## config.mk

```make
export PLATFORM = sky130hd
export DESIGN_NAME = cfad_core
export DESIGN_NICKNAME = d
export VERILOG_FILES = /design/src/cfad_pkg.sv /design/src/cfad_core.sv
export SDC_FILE = /design/constraint.sdc
export NUM_CORES = 2
export LEC_CHECK = 0
export BUFFER_PORTS_ARGS = -buffer_cell sky130_fd_sc_hd__buf_2
export CORE_ASPECT_RATIO = 1.75
export CORE_UTILIZATION = 45
export CTS_BUF_LIST = sky130_fd_sc_hd__clkbuf_8 sky130_fd_sc_hd__clkbuf_16
export DETAILED_ROUTE_END_ITERATION = 7
export PLACE_DENSITY = 0.66
export SLEW_MARGIN = 20
export SYNTH_ARGS = -nofsm -noshare
export SYNTH_HDL_FRONTEND = slang
export SYNTH_SLANG_ARGS = --single-unit
export TNS_END_PERCENT = 50
```

## constraint.sdc

```tcl
create_clock -name MCLK_IN -period 79.3 [get_ports MCLK_IN]
set_input_delay 11.895 -clock MCLK_IN [delete_from_list [all_inputs] [get_ports MCLK_IN]]
set_output_delay 11.895 -clock MCLK_IN [all_outputs]
set_load 0.005 [all_outputs]
```

## src/cfad_pkg.sv

```systemverilog
// Package: constants for the flags and arithmetic datapath
`default_nettype none
package cfad_pkg;
    // ****************************************
    // Condition code bit positions
    // ****************************************
    localparam int BIT_I = 7;
    localparam int BIT_UI = 6;
    localparam int BIT_H = 5;
    localparam int BIT_U = 4;
    localparam int BIT_N = 3;
    localparam int BIT_Z = 2;
    localparam int BIT_V = 1;
    localparam int BIT_C = 0;
    localparam logic [7:0] CCR_RESET = 8'h80;
    localparam logic [7:0] CCR_IMASK = 8'h80;
    // ****************************************
    // Operand sizes and half-carry positions
    // ****************************************
    localparam logic [1:0] SZ_B = 2'h0;
    localparam logic [1:0] SZ_W = 2'h1;
    localparam logic [1:0] SZ_L = 2'h2;
    localparam int HC_B = 4;
    localparam int HC_W = 12;
    localparam int HC_L = 28;
    // ****************************************
    // Operation codes
    // ****************************************
    typedef enum logic [3:0] {
        OP_NOP = 4'h0,
        OP_ADD = 4'h1,
        OP_ADD_WITH_EXTEND = 4'h2,
        OP_SUB = 4'h3,
        OP_SUBTRACT_WITH_EXTEND = 4'h4,
        OP_CMP = 4'h5,
        OP_NEG = 4'h6,
        OP_ZERO_EXTEND_OP = 4'h7,
        OP_SIGN_EXTEND_OP = 4'h8,
        OP_DIVS = 4'h9,
        OP_SHIFT = 4'ha,
        OP_BITOP = 4'hb,
        OP_LDC = 4'hc,
        OP_AND_INTO_CONTROL = 4'hd,
        OP_ORC = 4'he,
        OP_XOR_INTO_CONTROL = 4'hf
    } cfad_op_e;
endpackage : cfad_pkg
`default_nettype wire

```

## src/cfad_core.sv

```systemverilog
// Design: flags register and arithmetic datapath of the core
//
// What this block does
// - Mask bit set refuses all interrupts but non-maskable; mask is one after reset.
// - Non-maskable interrupt is always accepted regardless of mask bit.
// - Starting exception handling forces the mask bit to one.
// - Bits 6 and 4 are user bits, read and written by control ops.
// - Byte add, add_with_extend, sub, subtract_with_extend, compare, negate: half-carry from bit 3.
// - Word add, sub, compare, negate: half-carry from bit 11.
// - Longword add, sub, compare, negate: half-carry from bit 27.
// - Negative flag takes the result's most significant bit; divide takes dividend sign xor divisor sign.
// - Zero flag is one when the result is all zeros and, for extend forms, Z was already one; divide sets it on a zero divisor.
// - Overflow flag set on signed overflow, cleared otherwise.
// - Carry holds add carry, subtract borrow, or shifted-out bit.
// - Bit operations use carry as one-bit accumulator, source and target.
// - Signed divide 16/8 and 32/16 giving quotient and remainder.
// - Compare subtracts operand from register and updates flags.
// - Negate replaces register by zero minus its value.
// - Zero-extend widens low byte or half, upper bits zero.
// - Sign-extend widens low byte or half, upper bits copy sign.
`timescale 1ns/1ns
`default_nettype none
module cfad_core (
    input wire logic MCLK_IN,
    input wire logic RST_B_IN,
    input wire logic OP_VALID_IN,
    input wire logic [3:0] OP_CODE_IN,
    input wire logic [1:0] OP_SIZE_IN,
    input wire logic [31:0] OP_DST_IN,
    input wire logic [31:0] OP_SRC_IN,
    input wire logic SHIFT_OUT_BIT_IN,
    input wire logic [1:0] BIT_FUNC_IN,
    input wire logic BIT_OPERAND_IN,
    input wire logic [7:0] CCR_WDATA_IN,
    input wire logic EXC_START_IN,
    input wire logic IRQ_REQ_IN,
    input wire logic NMI_REQ_IN,
    output logic [31:0] RESULT_OUT,
    output logic RESULT_WE_OUT,
    output logic [7:0] CCR_OUT,
    output logic CARRY_BIT_OUT,
    output logic IRQ_TAKE_OUT,
    output logic NMI_TAKE_OUT
);
    // ****************************************
    // Helpers
    // ****************************************
    function automatic logic [31:0] size_mask(input logic [1:0] sz);
        logic [31:0] m;
        m = 32'hffffffff;
        if (sz == cfad_pkg::SZ_B)
            m = 32'h000000ff;
        else if (sz == cfad_pkg::SZ_W)
            m = 32'h0000ffff;
        return m;
    endfunction : size_mask

    function automatic logic msb_of(input logic [31:0] v,
                                    input logic [1:0] sz);
        logic b;
        b = v[31];
        if (sz == cfad_pkg::SZ_B)
            b = v[7];
        else if (sz == cfad_pkg::SZ_W)
            b = v[15];
        return b;
    endfunction : msb_of

    function automatic logic carry_at(input logic [31:0] a,
                                      input logic [31:0] b,
                                      input logic [31:0] s,
                                      input int pos);
        logic [32:0] x;
        x = {1'b0, a ^ b ^ s};
        return x[pos];
    endfunction : carry_at

    logic [7:0] ccr_ff;
    logic [7:0] nxt_ccr;
    logic [31:0] result_ff;
    logic [31:0] nxt_result;
    logic result_we_ff;
    logic nxt_result_we;

    // ****************************************
    // Add / subtract datapath
    // ****************************************
    logic [31:0] mask;
    logic [31:0] opa;
    logic [31:0] opb;
    logic is_sub;
    logic cin;
    logic [32:0] sum_full;
    logic [31:0] sum;
    logic carry_out;
    logic half;

    always_comb
    begin
        mask = size_mask(OP_SIZE_IN);
        is_sub = (OP_CODE_IN == cfad_pkg::OP_SUB) ||
                 (OP_CODE_IN == cfad_pkg::OP_SUBTRACT_WITH_EXTEND) ||
                 (OP_CODE_IN == cfad_pkg::OP_CMP) ||
                 (OP_CODE_IN == cfad_pkg::OP_NEG);
        cin = ((OP_CODE_IN == cfad_pkg::OP_ADD_WITH_EXTEND) ||
               (OP_CODE_IN == cfad_pkg::OP_SUBTRACT_WITH_EXTEND)) ? ccr_ff[cfad_pkg::BIT_C]
                                                   : 1'b0;
        // Negate is zero minus the destination
        opa = (OP_CODE_IN == cfad_pkg::OP_NEG) ? 32'h00000000
                                               : (OP_DST_IN & mask);
        opb = ((OP_CODE_IN == cfad_pkg::OP_NEG) ? OP_DST_IN : OP_SRC_IN)
              & mask;
        if (is_sub)
            sum_full = {1'b0, opa} - {1'b0, opb} - {32'h00000000, cin};
        else
            sum_full = {1'b0, opa} + {1'b0, opb} + {32'h00000000, cin};
        sum = sum_full[31:0] & mask;
        // Carry out taken at the operand's top; borrow uses the same bit
        case (OP_SIZE_IN)
            cfad_pkg::SZ_B:
            begin
                carry_out = carry_at(opa, opb, sum_full[31:0], 8);
                half = carry_at(opa, opb, sum_full[31:0],
                                cfad_pkg::HC_B);
            end
            cfad_pkg::SZ_W:
            begin
                carry_out = carry_at(opa, opb, sum_full[31:0], 16);
                half = carry_at(opa, opb, sum_full[31:0],
                                cfad_pkg::HC_W);
            end
            default:
            begin
                carry_out = sum_full[32];
                half = carry_at(opa, opb, sum_full[31:0],
                                cfad_pkg::HC_L);
            end
        endcase
    end

    // ****************************************
    // Signed divide
    // ****************************************
    logic [15:0] div_q;
    logic [15:0] div_r;
    logic [31:0] div_res;

    always_comb
    begin
        div_q = 16'h0000;
        div_r = 16'h0000;
        if (OP_SIZE_IN == cfad_pkg::SZ_B)
        begin
            // 16 / 8: remainder high byte, quotient low byte
            if (OP_SRC_IN[7:0] != 8'h00)
            begin
                div_q = 16'(signed'(OP_DST_IN[15:0]) /
                            signed'({{8{OP_SRC_IN[7]}}, OP_SRC_IN[7:0]}));
                div_r = 16'(signed'(OP_DST_IN[15:0]) %
                            signed'({{8{OP_SRC_IN[7]}}, OP_SRC_IN[7:0]}));
            end
            div_res = {16'h0000, div_r[7:0], div_q[7:0]};
        end
        else
        begin
            // 32 / 16: remainder high half, quotient low half
            if (OP_SRC_IN[15:0] != 16'h0000)
            begin
                div_q = 16'(signed'(OP_DST_IN) /
                            signed'({{16{OP_SRC_IN[15]}}, OP_SRC_IN[15:0]}));
                div_r = 16'(signed'(OP_DST_IN) %
                            signed'({{16{OP_SRC_IN[15]}}, OP_SRC_IN[15:0]}));
            end
            div_res = {div_r, div_q};
        end
    end

    // ****************************************
    // Result and flag selection
    // ****************************************
    logic [31:0] res;
    logic bit_res;

    always_comb
    begin
        nxt_ccr = ccr_ff;
        nxt_result = result_ff;
        nxt_result_we = 1'b0;
        res = sum;
        case (BIT_FUNC_IN)
            2'h0: bit_res = BIT_OPERAND_IN;
            2'h1: bit_res = ccr_ff[cfad_pkg::BIT_C] & BIT_OPERAND_IN;
            2'h2: bit_res = ccr_ff[cfad_pkg::BIT_C] | BIT_OPERAND_IN;
            default: bit_res = ccr_ff[cfad_pkg::BIT_C] ^ BIT_OPERAND_IN;
        endcase
        if (OP_VALID_IN)
        begin
            case (OP_CODE_IN)
                cfad_pkg::OP_ADD, cfad_pkg::OP_ADD_WITH_EXTEND, cfad_pkg::OP_SUB,
                cfad_pkg::OP_SUBTRACT_WITH_EXTEND, cfad_pkg::OP_CMP, cfad_pkg::OP_NEG:
                begin
                    nxt_ccr[cfad_pkg::BIT_H] = half;
                    nxt_ccr[cfad_pkg::BIT_N] = msb_of(sum, OP_SIZE_IN);
                    // Extend forms keep Z cleared-only for multi-word chains
                    if ((OP_CODE_IN == cfad_pkg::OP_ADD_WITH_EXTEND) ||
                        (OP_CODE_IN == cfad_pkg::OP_SUBTRACT_WITH_EXTEND))
                        nxt_ccr[cfad_pkg::BIT_Z] =
                            ccr_ff[cfad_pkg::BIT_Z] & (sum == 32'h00000000);
                    else
                        nxt_ccr[cfad_pkg::BIT_Z] =
                            (sum == 32'h00000000);
                    if (is_sub)
                        nxt_ccr[cfad_pkg::BIT_V] =
                            (msb_of(opa, OP_SIZE_IN) != msb_of(opb, OP_SIZE_IN))
                            && (msb_of(sum, OP_SIZE_IN)
                                != msb_of(opa, OP_SIZE_IN));
                    else
                        nxt_ccr[cfad_pkg::BIT_V] =
                            (msb_of(opa, OP_SIZE_IN) == msb_of(opb, OP_SIZE_IN))
                            && (msb_of(sum, OP_SIZE_IN)
                                != msb_of(opa, OP_SIZE_IN));
                    nxt_ccr[cfad_pkg::BIT_C] = carry_out;
                    // Compare updates only flags
                    nxt_result_we = (OP_CODE_IN != cfad_pkg::OP_CMP);
                end
                cfad_pkg::OP_ZERO_EXTEND_OP, cfad_pkg::OP_SIGN_EXTEND_OP:
                begin
                    if (OP_SIZE_IN == cfad_pkg::SZ_W)
                        res = {16'h0000,
                               (OP_CODE_IN == cfad_pkg::OP_SIGN_EXTEND_OP) ?
                               {8{OP_DST_IN[7]}} : 8'h00,
                               OP_DST_IN[7:0]};
                    else
                        res = {(OP_CODE_IN == cfad_pkg::OP_SIGN_EXTEND_OP) ?
                               {16{OP_DST_IN[15]}} : 16'h0000,
                               OP_DST_IN[15:0]};
                    nxt_ccr[cfad_pkg::BIT_N] = msb_of(res, OP_SIZE_IN);
                    nxt_ccr[cfad_pkg::BIT_Z] = (res == 32'h00000000);
                    nxt_ccr[cfad_pkg::BIT_V] = 1'b0;
                    nxt_result_we = 1'b1;
                end
                cfad_pkg::OP_DIVS:
                begin
                    res = div_res;
                    // N is dividend sign xor divisor sign; a zero divisor sets Z
                    // Byte form has a 16-bit dividend, word form 32 bits
                    nxt_ccr[cfad_pkg::BIT_N] =
                        msb_of(OP_DST_IN, (OP_SIZE_IN == cfad_pkg::SZ_B) ?
                               cfad_pkg::SZ_W : cfad_pkg::SZ_L) ^
                        msb_of(OP_SRC_IN, OP_SIZE_IN);
                    nxt_ccr[cfad_pkg::BIT_Z] =
                        ((OP_SRC_IN & size_mask(OP_SIZE_IN)) == 32'h00000000);
                    nxt_result_we = 1'b1;
                end
                cfad_pkg::OP_SHIFT:
                    nxt_ccr[cfad_pkg::BIT_C] = SHIFT_OUT_BIT_IN;
                cfad_pkg::OP_BITOP:
                    nxt_ccr[cfad_pkg::BIT_C] = bit_res;
                cfad_pkg::OP_LDC:
                    nxt_ccr = CCR_WDATA_IN;
                cfad_pkg::OP_AND_INTO_CONTROL:
                    nxt_ccr = ccr_ff & CCR_WDATA_IN;
                cfad_pkg::OP_ORC:
                    nxt_ccr = ccr_ff | CCR_WDATA_IN;
                cfad_pkg::OP_XOR_INTO_CONTROL:
                    nxt_ccr = ccr_ff ^ CCR_WDATA_IN;
                default:
                    nxt_ccr = ccr_ff;
            endcase
            if (nxt_result_we)
                nxt_result = res & size_mask(OP_SIZE_IN);
            if (OP_CODE_IN == cfad_pkg::OP_DIVS)
                nxt_result = res;
        end
        // Exception entry wins over any same-cycle write to the mask
        if (EXC_START_IN)
            nxt_ccr = nxt_ccr | cfad_pkg::CCR_IMASK;
    end

    // ****************************************
    // Registers
    // ****************************************
    always_ff @(posedge MCLK_IN)
    begin
        if (!RST_B_IN)
            ccr_ff <= cfad_pkg::CCR_RESET;
        else
            ccr_ff <= nxt_ccr;
    end

    always_ff @(posedge MCLK_IN)
    begin
        if (!RST_B_IN)
        begin
            result_ff <= 32'h00000000;
            result_we_ff <= 1'b0;
        end
        else
        begin
            result_ff <= nxt_result;
            result_we_ff <= nxt_result_we;
        end
    end

    // ****************************************
    // Interrupt acceptance
    // ****************************************
    assign IRQ_TAKE_OUT = IRQ_REQ_IN & ~ccr_ff[cfad_pkg::BIT_I];
    assign NMI_TAKE_OUT = NMI_REQ_IN;
    assign RESULT_OUT = result_ff;
    assign RESULT_WE_OUT = result_we_ff;
    assign CCR_OUT = ccr_ff;
    assign CARRY_BIT_OUT = ccr_ff[cfad_pkg::BIT_C];
endmodule : cfad_core
`default_nettype wire

```

=== Word-level counts from Yosys, hierarchy flattened ===
Cells that the tools add are included.

* Add/subtract/negate cells: 4
* Div/mod/pow operators: 4
* Equality and inequality tests: 24
* Mux-type cells: 73
* Bitwise gates (word level): 18
* Reduce and logical (&&, ||, !) cells: 23

{| class="wikitable"
|+ Operators with widths
! cell !! count
|-
| 32-bit 2-to-1 mux || 15
|-
| 32-bit bitwise AND || 5
|-
| 32-bit logical NOT || 3
|-
| 32-bit one-hot mux with 2 select lines || 1
|-
| 29-bit XOR || 2
|-
| 16-bit 2-to-1 mux || 3
|-
| 1-bit 2-to-1 mux || 38
|-
| 32-bit by 32-bit adder with 33-bit output || 1
|-
| 33-bit by 1-bit adder with 33-bit output || 1
|-
| 33-bit 2-to-1 mux || 1
|-
| 32-bit by 32-bit subtractor with 33-bit output || 1
|-
| 33-bit by 1-bit subtractor with 33-bit output || 1
|-
| 32-bit by 32-bit divider with 32-bit output || 1
|-
| 4-bit == test, second input constant || 8
|-
| 32-bit by 32-bit modulo with 32-bit output || 1
|-
| 8-bit 2-to-1 mux || 3
|-
| 16-bit by 16-bit divider with 16-bit output || 1
|-
| 4-bit by 3-bit == test with 1-bit output, second input constant || 4
|-
| 16-bit by 16-bit modulo with 16-bit output || 1
|-
| 16-bit nonzero test || 1
|-
| 2-bit one-hot mux with 7 select lines || 1
|-
| 8-bit bitwise AND || 1
|-
| 4-bit by 2-bit == test with 1-bit output, second input constant || 2
|-
| 8-bit bitwise OR || 1
|-
| other kinds (30) || 49
|}

* Register bits: 41
* Output and inout bits: 44

=== Logic depth before layout (Yosys ltp) ===
* Depth after elaboration: 19
* Mapped depth: 357
* Depth with buffers taken out: 326

=== Worst setup path before layout ===
Ideal clock, no wire load.

* Kind: input -> register
* Start: input port OP_SRC_IN[0]
* End: register result_ff[30] (netlist: RESULT_OUT[30])
* Arrival time: 84.750 ns
* Data required time: 79.178 ns
* Setup slack: -5.573 ns
* Stages: 320
* Path buffers: 54
* Cells stage by stage: inv_1 -> ha_1 -> buf_2 -> or3b_1 -> a211oi_2 -> nand2_1 -> a211oi_1 -> nand2_1 -> nor2_1 -> nand2_1 -> a22oi_1 -> ha_1 -> or4b_2 -> o2111ai_1 -> o22ai_1 -> ha_1 -> a21oi_1 -> nor2_1 -> (+284 left out) -> o21bai_1 -> a21o_1 -> a211o_1 -> o311a_1 -> or2_2 -> buf_2 -> inv_1 -> clkbuf_1 -> clkbuf_1 -> mux2i_1 -> ha_1 -> inv_1 -> a211o_1 -> nor4_1 -> nand4_1 -> o41ai_1 -> xnor2_1 -> o21ai_1

* Longest elaborated chain between the ends: 11
* Elaborated cells between the ends (all ways): 17
* Classes of those cells: add/sub: 4; div: 1; mux: 8; bitwise: 3; reduce/logical: 1

{| class="wikitable"
|+ Ends and longest elaborated chain
! element !! RTL line !! RTL
|-
| from (decl) || cfad_core.sv:30 || <nowiki>input wire logic [31:0] OP_SRC_IN,</nowiki>
|-
| parallel branches: the longest is 6 deep, another holds 32-bit by 32-bit modulo with 32-bit output || -- ||
|-
| 32-bit one-hot mux with 2 select lines (*) || cfad_core.sv:198 || <nowiki>case (OP_CODE_IN)</nowiki>
|-
| 32-bit 2-to-1 mux (*) || cfad_core.sv:196 || <nowiki>if (OP_VALID_IN)</nowiki>
|-
| 32-bit bitwise AND || cfad_core.sv:271 || <nowiki>nxt_result = res & size_mask(OP_SIZE_IN);</nowiki>
|-
| 32-bit 2-to-1 mux || cfad_core.sv:270 || <nowiki>if (nxt_result_we)</nowiki>
|-
| 32-bit 2-to-1 mux (*) || cfad_core.sv:272 || <nowiki>if (OP_CODE_IN == cfad_pkg::OP_DIVS)</nowiki>
|-
| to (signal assigned) || cfad_core.sv:300 || <nowiki>result_ff <= nxt_result;</nowiki>
|-
| to (decl) || cfad_core.sv:80 || <nowiki>logic [31:0] result_ff;</nowiki>
|}

Mark *: on every way between the ends. The select of a mux whose other input is x is not followed.
A chain may end at the register's enable or synchronous reset.

=== Worst setup path after layout ===
* Start: input port OP_SRC_IN[1]
* End: register result_ff[31] (netlist: RESULT_OUT[31])

Same word-level chain as after synthesis.

==> results.txt <==
----------------------------------------------------
[CTS]
  Longest Clk Path Bufs ... 2
  Inserted Clock Buffers ... 5
  Root buffer cell ... sky130_fd_sc_hd__clkbuf_16
  Clock latency of the later-clocked register in the worst-skew pair ... 300 ps
  Clock slew at reported path FFs ... about 70 ps
  TritonCTS Sinks ... 41
  Number of H-tree levels ... 2
  Count of hold buffers inserted by post-cts repair ... 0
  Clock tree from TritonCTS ... done

[GRT]
  Largest net degree at the start of global routing ... 43
  Antenna violations before repair ... 11
  Vias in the first global route ... between 60000 and 70000
  First-pass GRT wire length ... 362 mm
  GRT Resource Usage Total ... 45.2%
  GRT overflow ... 0

[Setup path]
  Data required time of the critical path ... approximately 80000 ps
  Number of buffers and inverters on the critical path ... 73
  Master of the slowest instance on the critical path ... sky130_fd_sc_hd__or4b_2
  Type of the worst setup path ... in2reg
  Crit-path max cell delay ... 610 ps
  Crit-path max FO ... 20
  Cell family contributing the most delay on the critical path ... compound AO/OA/AOI/OAI gates
  CP most frequent cell ... sky130_fd_sc_hd__buf_4
  Setup crit end kind ... flop
  Startpoint types ... primary input
  WP data arrival ... 77890 ps

[Timing]
  Final critical-path share of the clock period ... between 90 and 100%
  Final Setup Violations ... 0
  Worst Skew ... 6.75 ps
  Worst Tran Pin Value ... roughly 1200 ps
  Clock period minus worst slack ... 77680 ps
  Final number of hold-violating endpoints ... 0
  Fmax ... roughly 13 MHz
  Worst setup margin ... 1620 ps
  Number of slew-limit violations in the final report ... 0
  Worst-case headroom to the max-slew limit ... 17.2%

[Synthesis]
  Sequential area share after synthesis ... between 1.5 and 2%
  Most used flip-flop cell after synthesis ... sky130_fd_sc_hd__dfxtp_1
  Total of warnings raised by yosys ... 0
  Total of flip-flops plus latches after synthesis ... just over 40
  Mapped Cells ... 6877
  Netlist Area Pre-Place ... 46600 um^2
  Post-synth EDFFs ... 0
  Unique masters post-synth ... between 100 and 150
  Asr flop ratio synth ... 0%
  Average footprint of a synthesized cell ... 6.77 um^2

[Routing]
  Post-DR wirelength/cell ... around 24 um
  Overall routed net length ... approximately 250 mm
  Residual DRC count ... 0
  Count of nets left with antenna violations after detail routing ... 0
  Count of TritonRoute iterations in the first routing pass ... 6
  DRT iter0 DRCs ... ~3800
  Via count ... 63300
  Number of vias per cell after detailed routing ... roughly 6.2

[Floorplanning]
  Standard-cell row count ... 155
  Full die area ... 105000 um^2
  Die Y-Extent ... 428 um
  Floorplan Core Area ... around 100000 um^2
  Initial cell density of the core ... about 46%
  DIE WIDTH ... 245 um
  # IOs ... ~130

[Finish]
  Share of final-layout standard cells stronger than drive strength 1 ... 29.0%
  Final #Nets ... a little under 10000
  Area growth syn-to-layout ... 39.7%
  Layout Utilization ... between 60 and 70%

[Placed design]
  Post-placement setup slack ... -3300 ps
  Global placer's final weighted congestion ... roughly 1.1
  HPWL after detailed placement ... 204 mm
  Buffers on Ports ... between 100 and 150

[Min path]
  Min-delay worst type ... reg2reg

[Job]
  MaxCap Viol Count ... 0

[Outcome]
  Status ... complete, no violations

----------------------------------------------------
==> logic make-up after synthesis <==
group | share of synthesized area [%]
buf+inv | 5.06
compound gates | 34.5
flops | 1.76
mux | 3.71
fa+ha+maj | 21.3
simple gates | 24.3
other cells | 0.00805
xor+xnor | 9.33
==> area by class of cell <==
class | instances | area, um^2
flip-flops and latches | 41 | 821
inverters | 388 | 1460
clock buffers | 5 | 125
repair buffers | 1997 | 14900
well taps | 1334 | 1670
clock inverters | 3 | 18.8
diodes | 10 | 25.0
fillers | 9788 | 37100
multi-input cells | 6390 | 46100
==> synth_stat cells, drive strengths merged, types with 54 or more instances <==
master	n	area, um^2
or2	54	338
nand2	713	2680
o31ai	64	499
nand3	149	751
nand4	66	413
xor2	152	1340
a211oi	95	728
mux2i	68	681
clkbuf	169	634
or3	95	594
and3	61	382
nand2b	62	388
ha	784	9810
nor2b	57	357
inv	384	1440
buf	60	268
nor3	235	1180
xnor2	343	3000
a21oi	538	2690
o211ai	87	658
a21o	202	1520
mux2	77	867
and2	80	500
o21bai	60	450
o21ai	441	2210
a31oi	132	832
nor2	683	2570
o21a	231	1730
==> final timing paths <==
check / start / slack (ps) / end / cells past startpoint
setup / recovery: OP_SRC_IN[1] / 1620 / RESULT_OUT[31] / 341
hold / removal: RESULT_OUT[10] / 490 / RESULT_OUT[10] / 2
setup reg to reg: CCR_OUT[0] / 73070 / RESULT_OUT[30] / 17
hold reg to reg: RESULT_OUT[10] / 490 / RESULT_OUT[10] / 2
==> worst register-to-register path: cells and delay by family, from the launching register on <==
kind	cells	cell delay [ps]
AO/OA/AOI/OAI	11	3370
adder cells (fa/ha/maj)	2	1130
XOR/XNOR	1	150
flip-flops	1	460
AND/OR/NAND/NOR	3	970
==> registers in the layout, indices dropped and copies added, names as in the netlist <==
signal and count:
RESULT_OUT 32, RESULT_WE_OUT 1, CCR_OUT 8
==> per-stage QoR <==
stage                     setup TNS, ps  instances  hold WS [ps]  instance area [um^2]
after global placement           -78510      10100           476                 62700
final                                 0      10200           494                 65100
after global routing             -17360      10200           521                 65100
after floorplan                       0       7047           444                 47400
after detailed placement         -92870      10100           484                 62700
after CTS                             0      10100           494                 63100
==> repair_timing <==
item	4_1_cts	5_1_grt
gates resized for setup	53	354
endpoints found under the setup margin	32	32
pin swaps	6	111
gates cloned	0	1
buffers inserted	8	55
==> layout by cell type, fill, tap and decap left out, drive strengths merged, types with 44 or more instances in the layout <==
cell type  Yosys  routed
buf           60    1996
ha           784     784
nand2        713     713
nor2         683     683
a21oi        538     538
o21ai        441     441
inv          384     383
xnor2        343     343
nor3         235     235
o21a         231     231
a21o         202     202
conb           1     171
xor2         152     152
nand3        149     149
a31oi        132     132
or3           95      95
a211oi        95      95
o211ai        87      87
and2          80      80
mux2          77      77
mux2i         68      68
nand4         66      66
o31ai         64      64
nand2b        62      62
and3          61      61
o21bai        60      60
nor2b         57      57
or2           54      54
a21boi        44      44
==> routing by layer <==
layer | global-route usage (%) | share of wire, %
met1 | 39.3 | 31
met2 | 81.0 | 48
met3 | 9.08 | 6.5
met4 | 53.0 | 14
met5 | 0 | 0.031
Power is not shown: default switching activity piles up to over one toggle a cycle in this logic, so the estimate is an artifact.
